$ cat src/common/swire_defs.svh
// timing constants and command codes for the single-wire bus master
`ifndef SWIRE_DEFS_SVH
`define SWIRE_DEFS_SVH

`define CLK_MHZ 10
`define T_RST_US 480
`define T_PDLY_MAX_US 60
`define T_PRES_MAX_US 240
`define T_SLOT_US 60
`define T_REC_US 1
`define T_W1_LOW_US 15
`define T_INIT_US 1
`define T_RD_VALID_US 15
`define T_RD_SAMPLE_US 13
`define CYC_RST (`T_RST_US * `CLK_MHZ)
`define CYC_PRES_WIN ((`T_PDLY_MAX_US + `T_PRES_MAX_US) * `CLK_MHZ)
`define CYC_SLOT (`T_SLOT_US * `CLK_MHZ)
`define CYC_REC (`T_REC_US * `CLK_MHZ)
`define CYC_W1_LOW (`T_INIT_US * `CLK_MHZ)
`define CYC_INIT (`T_INIT_US * `CLK_MHZ)
`define CYC_RD_SAMPLE (`T_RD_SAMPLE_US * `CLK_MHZ)
`define CMD_SELECT_LOC 8'h70
`define LOC_MASK 8'h3f

`endif

$ cat src/common/swire_pkg.sv
// types for the single-wire bus master
package swire_pkg;
	typedef enum logic [1:0] {
		OP_RESET,
		OP_WRITE,
		OP_READ,
		OP_SELECT
	} op_type;

	typedef struct packed {
		op_type op;
		logic [7:0] data;
		logic [3:0] nbits;
	} req_type;

	typedef struct packed {
		logic [7:0] data;
		logic presence;
	} rsp_type;

	typedef enum logic [2:0] {
		ST_IDLE,
		ST_RST_LOW,
		ST_RST_WAIT,
		ST_SLOT,
		ST_REC,
		ST_SEL2
	} state_type;

	typedef struct packed {
		state_type st;
		logic [12:0] cnt;
		logic [7:0] shreg;
		logic [7:0] rdata;
		logic [3:0] left;
		logic [3:0] pos;
		logic rd;
		logic busy;
		logic done;
		logic pres;
		logic dq_oe;
		logic seen_low;
		logic sel;
	} ctl_type;
endpackage : swire_pkg

$ cat src/design/slot_timer.sv
// slot timer: counts cycles within a slot or pulse and flags the end
`timescale 1ns/10ps
`default_nettype none
module slot_timer #(
	parameter int W = 13
) (
	input wire logic i_mclk,
	input wire logic i_nrst,
	input wire logic i_start,
	input wire logic [W-1:0] i_len,
	output logic [W-1:0] o_count,
	output logic o_expired
);
	logic [W-1:0] cnt_q;
	logic run_q;

	always_ff @(posedge i_mclk or negedge i_nrst) begin
		if (!i_nrst) begin
			cnt_q <= '0;
			run_q <= 1'b0;
		end else if (i_start) begin
			cnt_q <= '0;
			run_q <= 1'b1;
		end else if (run_q) begin
			cnt_q <= cnt_q + W'(1);
			if (cnt_q + W'(1) >= i_len) begin
				run_q <= 1'b0;
			end
		end
	end

	assign o_count = cnt_q;
	assign o_expired = run_q && (cnt_q + W'(1) >= i_len);
endmodule : slot_timer
`default_nettype wire

$ cat src/design/swire_master.sv
// single-wire bus master: reset/presence, write and read slots, location select
`timescale 1ns/10ps
`default_nettype none
`include "swire_defs.svh"
module swire_master
	import swire_pkg::*;
(
	input wire logic i_mclk,
	input wire logic i_nrst,
	input wire logic i_req_valid,
	input wire req_type i_req,
	input wire logic i_dq,
	output logic o_dq,
	output logic o_dq_oe,
	output logic o_busy,
	output logic o_done,
	output rsp_type o_rsp
);
	ctl_type q, d;
	logic tstart;
	logic [12:0] tlen;
	logic [12:0] tcount;
	logic texp;
	logic [3:0] nb;

	////////////////////////////////////////////////////////////////////////////
	slot_timer #(
		.W(13)
	) u_timer (
		.i_mclk(i_mclk),
		.i_nrst(i_nrst),
		.i_start(tstart),
		.i_len(tlen),
		.o_count(tcount),
		.o_expired(texp)
	);

	////////////////////////////////////////////////////////////////////////////
	always_comb begin
		d = q;
		d.done = 1'b0;
		tstart = 1'b0;
		tlen = 13'(`CYC_SLOT);
		nb = (i_req.nbits == 4'h0 || i_req.nbits > 4'h8) ? 4'h8 : i_req.nbits;
		case (q.st)
			ST_IDLE: begin
				if (i_req_valid) begin
					d.busy = 1'b1;
					d.rdata = 8'h00;
					d.pos = 4'h0;
					d.sel = 1'b0;
					tstart = 1'b1;
					case (i_req.op)
						OP_RESET: begin
							d.st = ST_RST_LOW;
							d.dq_oe = 1'b1;
							tlen = 13'(`CYC_RST);
						end
						OP_SELECT: begin
							// only safe while every device on the bus has its own location
							d.st = ST_SEL2;
							d.sel = 1'b1;
							d.rd = 1'b0;
							d.shreg = `CMD_SELECT_LOC;
							d.rdata = i_req.data & `LOC_MASK;
							d.left = 4'h8;
							d.dq_oe = 1'b1;
						end
						OP_READ: begin
							d.st = ST_SLOT;
							d.rd = 1'b1;
							d.left = nb;
							d.dq_oe = 1'b1;
						end
						default: begin
							d.st = ST_SLOT;
							d.rd = 1'b0;
							d.shreg = i_req.data;
							d.left = nb;
							d.dq_oe = 1'b1;
						end
					endcase
				end
			end
			ST_RST_LOW: begin
				tlen = 13'(`CYC_RST);
				if (texp) begin
					d.dq_oe = 1'b0;
					d.st = ST_RST_WAIT;
					d.seen_low = 1'b0;
					tstart = 1'b1;
				end
			end
			ST_RST_WAIT: begin
				tlen = 13'(`CYC_PRES_WIN);
				if (tcount > 13'(`CYC_REC) && !i_dq) begin
					d.seen_low = 1'b1;
				end
				// a line still held low at the window end must not hang the op
				if (texp) begin
					d.pres = q.seen_low;
					d.busy = 1'b0;
					d.done = 1'b1;
					d.st = ST_IDLE;
				end
			end
			ST_SLOT, ST_SEL2: begin
				// the low pulse, then release for one or read, hold for zero
				if (tcount == 13'(`CYC_INIT) - 13'd1) begin
					if (q.rd || q.shreg[0]) begin
						d.dq_oe = 1'b0;
					end
				end
				if (q.rd && tcount == 13'(`CYC_RD_SAMPLE)) begin
					d.rdata[q.pos[2:0]] = i_dq;
				end
				if (texp) begin
					d.dq_oe = 1'b0;
					d.shreg = {1'b0, q.shreg[7:1]};
					d.pos = q.pos + 4'h1;
					d.left = q.left - 4'h1;
					d.st = ST_REC;
					tstart = 1'b1;
				end
			end
			ST_REC: begin
				tlen = 13'(`CYC_REC);
				if (texp) begin
					if (q.left != 4'h0) begin
						d.st = q.sel ? ST_SEL2 : ST_SLOT;
						d.dq_oe = 1'b1;
						tstart = 1'b1;
					end else if (q.sel) begin
						// command byte sent: follow it with the masked location byte
						d.sel = 1'b0;
						d.shreg = q.rdata;
						d.left = 4'h8;
						d.st = ST_SLOT;
						d.dq_oe = 1'b1;
						tstart = 1'b1;
					end else begin
						d.busy = 1'b0;
						d.done = 1'b1;
						d.st = ST_IDLE;
					end
				end
			end
			default: begin
				d.st = ST_IDLE;
				d.dq_oe = 1'b0;
			end
		endcase
	end

	always_ff @(posedge i_mclk or negedge i_nrst) begin
		if (!i_nrst) begin
			q <= '0;
		end else begin
			q <= d;
		end
	end

	assign o_dq = 1'b0;
	assign o_dq_oe = q.dq_oe;
	assign o_busy = q.busy;
	assign o_done = q.done;
	assign o_rsp = '{data: q.rdata, presence: q.pres};

	////////////////////////////////////////////////////////////////////////////
	a_reset_low_len: assert property (@(posedge i_mclk) disable iff (!i_nrst)
		$rose(q.st == ST_RST_LOW) |-> q.dq_oe [*8])
		else $error("reset pulse released too early");
	a_reset_low_cyc: assert property (@(posedge i_mclk) disable iff (!i_nrst)
		(q.st == ST_RST_WAIT && $past(q.st) == ST_RST_LOW)
		|-> $past(tcount) >= 13'(`CYC_RST) - 13'd1)
		else $error("reset pulse shorter than its count");
	a_presence_rel: assert property (@(posedge i_mclk) disable iff (!i_nrst)
		q.st == ST_RST_WAIT |-> !q.dq_oe)
		else $error("bus driven while listening for presence");
	a_one_slot_bit: assert property (@(posedge i_mclk) disable iff (!i_nrst)
		(q.st == ST_REC && $past(q.st) != ST_REC) |-> q.left == $past(q.left) - 4'h1)
		else $error("slot did not consume one bit");
	a_rec_released: assert property (@(posedge i_mclk) disable iff (!i_nrst)
		q.st == ST_REC |-> !q.dq_oe)
		else $error("bus driven during recovery");
	a_write_one_rel: assert property (@(posedge i_mclk) disable iff (!i_nrst)
		$rose(q.dq_oe) && (q.st == ST_SLOT || q.st == ST_SEL2) && !q.rd && q.shreg[0]
		|-> ##[1:150] !q.dq_oe)
		else $error("write one held too long");
	a_read_release: assert property (@(posedge i_mclk) disable iff (!i_nrst)
		$rose(q.dq_oe) && q.st == ST_SLOT && q.rd |-> ##[1:20] !q.dq_oe)
		else $error("read slot initiation too long");
	a_read_init_min: assert property (@(posedge i_mclk) disable iff (!i_nrst)
		$fell(q.dq_oe) && q.st == ST_SLOT && q.rd |-> $past(tcount) >= 13'(`CYC_INIT) - 13'd1)
		else $error("read slot initiating low too short");
	a_idle_released: assert property (@(posedge i_mclk) disable iff (!i_nrst)
		q.st == ST_IDLE |-> !q.dq_oe)
		else $error("bus driven while idle");
	a_sel_mask: assert property (@(posedge i_mclk) disable iff (!i_nrst)
		q.st == ST_SEL2 |-> q.rdata[7:6] == 2'b00)
		else $error("location byte upper bits set");
	a_sel_addr_hi: assert property (@(posedge i_mclk) disable iff (!i_nrst)
		$rose(q.dq_oe) && q.st == ST_SLOT && q.pos[3:1] == 3'b111 |-> !q.shreg[0])
		else $error("location byte upper bits sent as one");
	a_done_pulse: assert property (@(posedge i_mclk) disable iff (!i_nrst)
		o_done |=> !o_done)
		else $error("done longer than one cycle");
	c_reset: cover property (@(posedge i_mclk) q.st == ST_RST_WAIT ##1 q.st == ST_IDLE);
	c_read: cover property (@(posedge i_mclk) q.rd && q.st == ST_REC && q.left == 4'h0);
	c_select: cover property (@(posedge i_mclk) q.st == ST_SEL2);
	c_write: cover property (@(posedge i_mclk) !q.rd && !q.sel && q.st == ST_REC && q.left == 4'h0);
endmodule : swire_master
`default_nettype wire

$ cat config.mk
export PLATFORM = sky130hd
export DESIGN_NAME = swire_master
export DESIGN_NICKNAME = d
export VERILOG_FILES = /design/src/common/swire_pkg.sv /design/src/design/slot_timer.sv /design/src/design/swire_master.sv
export VERILOG_INCLUDE_DIRS = /design/src /design/src/common
export SDC_FILE = /design/constraint.sdc
export NUM_CORES = 1
export LEC_CHECK = 0
export ABC_AREA = 1
export BUFFER_PORTS_ARGS = -buffer_cell sky130_fd_sc_hd__clkbuf_2
export CAP_MARGIN = 40
export CELL_PAD_IN_SITES_DETAIL_PLACEMENT = 1
export CELL_PAD_IN_SITES_GLOBAL_PLACEMENT = 2
export CORE_UTILIZATION = 38
export DETAILED_ROUTE_END_ITERATION = 12
export PLACE_DENSITY_LB_ADDON = 0.1
export SETUP_SLACK_MARGIN = 0.5
export SYNTH_ARGS = -nofsm -noshare
export SYNTH_HDL_FRONTEND = slang
export SYNTH_SLANG_ARGS = --single-unit
$ cat constraint.sdc
create_clock -name i_mclk -period 7.3 [get_ports i_mclk]
set_input_delay 0.365 -clock i_mclk [delete_from_list [all_inputs] [get_ports i_mclk]]
set_output_delay 0.365 -clock i_mclk [all_outputs]
set_load 0.02 [all_outputs]
==> reports/metrics.cfg <==
[clock_tree]
post_cts_buffers = 0
clock_latency_ns = 0.31
clockBufferDepth = 2
cts_hold_buf = 0
clkSlewWorstSetupHoldPaths_ns = 0.10
ctsResizeCount = 0
cts.sinks = 47
cts_buffers = 5
cts_root_buffer = clkbuf_8
cts_tree = built
h-tree-depth = 2

[floorplan]
ioPinCount = 31
row_count = 33
coreArea_um2 = 8380
initial_utilization_pct = 39.9
fp.dieH_um = 95.8
die_area_um2 = 9180
chipWidth_um = 95.8

[critical_path]
cp-end-kind = flip-flop
cpPeakStageDelay_ns = 0.73
cp-start-kind = flip-flop
worstSetupPathType = reg -> reg
path_common_cell = nand2_1
cp.arrival_ns = 3.74
cp_cell_sequence = nor3_1, inv_1, ha_1, nand2_1, nor2_1, nand3_1, nand2_1, inv_1, nand2_1, nand2_1, nand2_1, nand2_1, a21oi_1, o21ai_2, nand2_1, a21oi_1
cp_max_fo = 13
critPathSlowestCell = nor3_1
cp.required_ns = 7.47

[cells_and_area]
num-fill-cells = 1088
num_antenna_cells = 0
fin_nets = 493
drive_gt1_share_pct = 15.9
final_util_pct = 43.1
area.growth.synth_to_final_pct = 7.89

[routing]
drtIter0Drc = 92
drc = 0
drtAntennaViolNets = 0
routedWlPerCell_um = 15.9
avgViaCountPerCell = 5.18
drt-total-wl_um = 8880
drt-pass1-iter-count = 4
vias = 2897

[global_routing]
grt_max_degree = 48
grt_pass1_wl_um = 15200
grt_use_total_pct = 21.6
grt_pass1_vias = 2991
antenna_found_initial = 0
grt-ovfl-total = 0

[status]
status = complete, no violations

[synthesis]
synthMuxAreaShare_pct = 2.36
yosysUniqueCellTypes = 37
synth-xor-area-share_pct = 2.36
synthAdderAreaFrac_pct = 8.23
yosys_warnings = 0
synth_top_area_share_pct = 35.2
synth-simple-area-share_pct = 23.6
syn_area_um2 = 3350
ys_seq_elements = 47
synth_area_leaders = dfrtp_1 35%, nand2_1 10%, ha_1 8.2%
yosysSeqAreaShare_pct = 35.2
synth_top_family_by_area = simple AND/OR/NAND/NOR gates
synth_compound_area_share_pct = 17.4
yosysTopAreaCell = dfrtp_1
avgSynthCellArea_um2 = 7.67
synth_fp_nets = 476
syn_inst = 436

[sta]
rsz0062_at_grt = no
slew_headroom_pct = 42.0
fin_skew_ns = 0.0127
post-route-period-util_pct = 49.0
tightest_slew_ns = 0.863
setup_viol = 0
hold_viol = 0
fmax_ghz = 0.280
slew_violations = 0
fin_tns_setup_ns = 0
fin_crit_ns = 3.58

[power]
vdd_drop_max_uv = 137
p_per_area_nw_per_um2 = 444
leakage_nw = 1.86

[placed_design]
dp_hpwl_um = 6730
gp_congestion = 0.820
port_buffers = 29

[worst_hold_path]
hp-class = in -> async

[run]
cap_violations = 0

where the power goes:
| part | internal (mW) | switching [mW] |
|---|---|---|
| Sequential | 0.358 | 0.0971 |
| Clock | 0.102 | 0.100 |
| Combinational | 0.306 | 0.639 |
cell usage after synthesis, drive strengths merged:
cell type  number
conb            1
a221oi          9
nand4           4
ha             22
o21ai          43
a31oi           1
xor2            9
o211ai          2
mux2            7
nand2          97
clkbuf          5
nor3           11
a21oi          20
a21o            2
buf            15
o31ai           2
nor2           43
nor4            2
inv            61
nand3          21
dfrtp          47
a221o           2
o22ai           6
a21boi          1
a32o            3
stage by stage:
stage	setup WS, ns	instances	hold slack [ns]	total power [mW]	area, µm²
after floorplan	4.61	436	0.0694	1.20	3350
after global placement	3.76	551	0.459	1.40	3500
after detailed placement	3.60	551	0.464	1.42	3500
after CTS	3.64	559	0.185	1.63	3610
after global routing	3.40	559	0.230	1.78	3610
final	3.72	559	0.162	1.60	3610
cell type report:
type | instances | area (µm²) | share of cell area (%)
Clock buffer | 5 | 68.8 | 1.91
Clock inverter | 3 | 43.8 | 1.21
Inverter | 61 | 229 | 6.34
Multi-Input combinational cell | 308 | 1810 | 50.1
Sequential cell | 47 | 1180 | 32.6
Tap cell | 105 | 131 | 3.64
Timing Repair Buffer | 30 | 153 | 4.23
final timing paths:
path / from / cells past startpoint / slack, ns / endpoint
min in group i_mclk: i_req[1] / 5 / 0.44 / q[12]$_DFFE_PN0P_
worst max-delay path: q[46]$_DFFE_PN0P_ / 16 / 3.72 / u_timer.o_count[7]$_DFFE_PN0P_
max in group asynchronous: i_nrst / 2 / 6.71 / q[6]$_DFFE_PN0P_
worst min-delay path: i_nrst / 2 / 0.16 / u_timer.o_count[4]$_DFFE_PN0P_
worst max register to register: q[46]$_DFFE_PN0P_ / 16 / 3.72 / u_timer.o_count[7]$_DFFE_PN0P_
worst min register to register: o_dq_oe$_DFFE_PN0P_ / 2 / 0.48 / o_dq_oe$_DFFE_PN0P_
registers in the layout (all words and copies together), names as in the netlist:
register	flops
o_rsp	9
u_timer.run_q	1
o_dq_oe	1
q	21
o_busy	1
u_timer.o_count	13
o_done	1
layout by cell type, fill, tap and decap left out, drive strengths merged, types with 2 or more instances in the layout:
master / Yosys / final
mux2: 7 / 7
nor4: 2 / 2
nor2: 43 / 43
o22ai: 6 / 6
nor3: 11 / 11
o31ai: 2 / 2
a221oi: 9 / 9
xor2: 9 / 9
dfrtp: 47 / 47
clkinv: 0 / 2
clkbuf: 5 / 34
inv: 61 / 61
a21o: 2 / 2
a21oi: 20 / 20
nand2: 97 / 97
ha: 22 / 22
o21ai: 43 / 43
nand3: 21 / 21
nand4: 4 / 4
a32o: 3 / 3
o211ai: 2 / 2
a221o: 2 / 2
worst max-delay path: cells and delay by family, from the launching register on:
family                     cells  cell delay, ns
AOI/OAI and AO/OA              3            0.45
adders and majority gates      1            0.40
and+or+nand+nor               10            1.73
buffers and inverters          2            0.38
DFF                            1            0.47
cells by family after synthesis:
logic type	count (synthesis)
other	1
AOI/OAI and AO/OA	91
muxes	7
and+or+nand+nor	178
buffers and inverters	81
adders and majority gates	22
xor gates and xnor gates	9
DFF	47
metal layers:
metal  GRT usage, %  routed length [µm]  vias to the layer above
met5              0                   0                        -
met4           4.10                  70                        0
met3           2.84                 219                        6
met2           36.8                4260                       38
met1           29.3                4330                     1385
li1               -                   -                     1468
No activity file was read; power rests on OpenSTA's default activity.
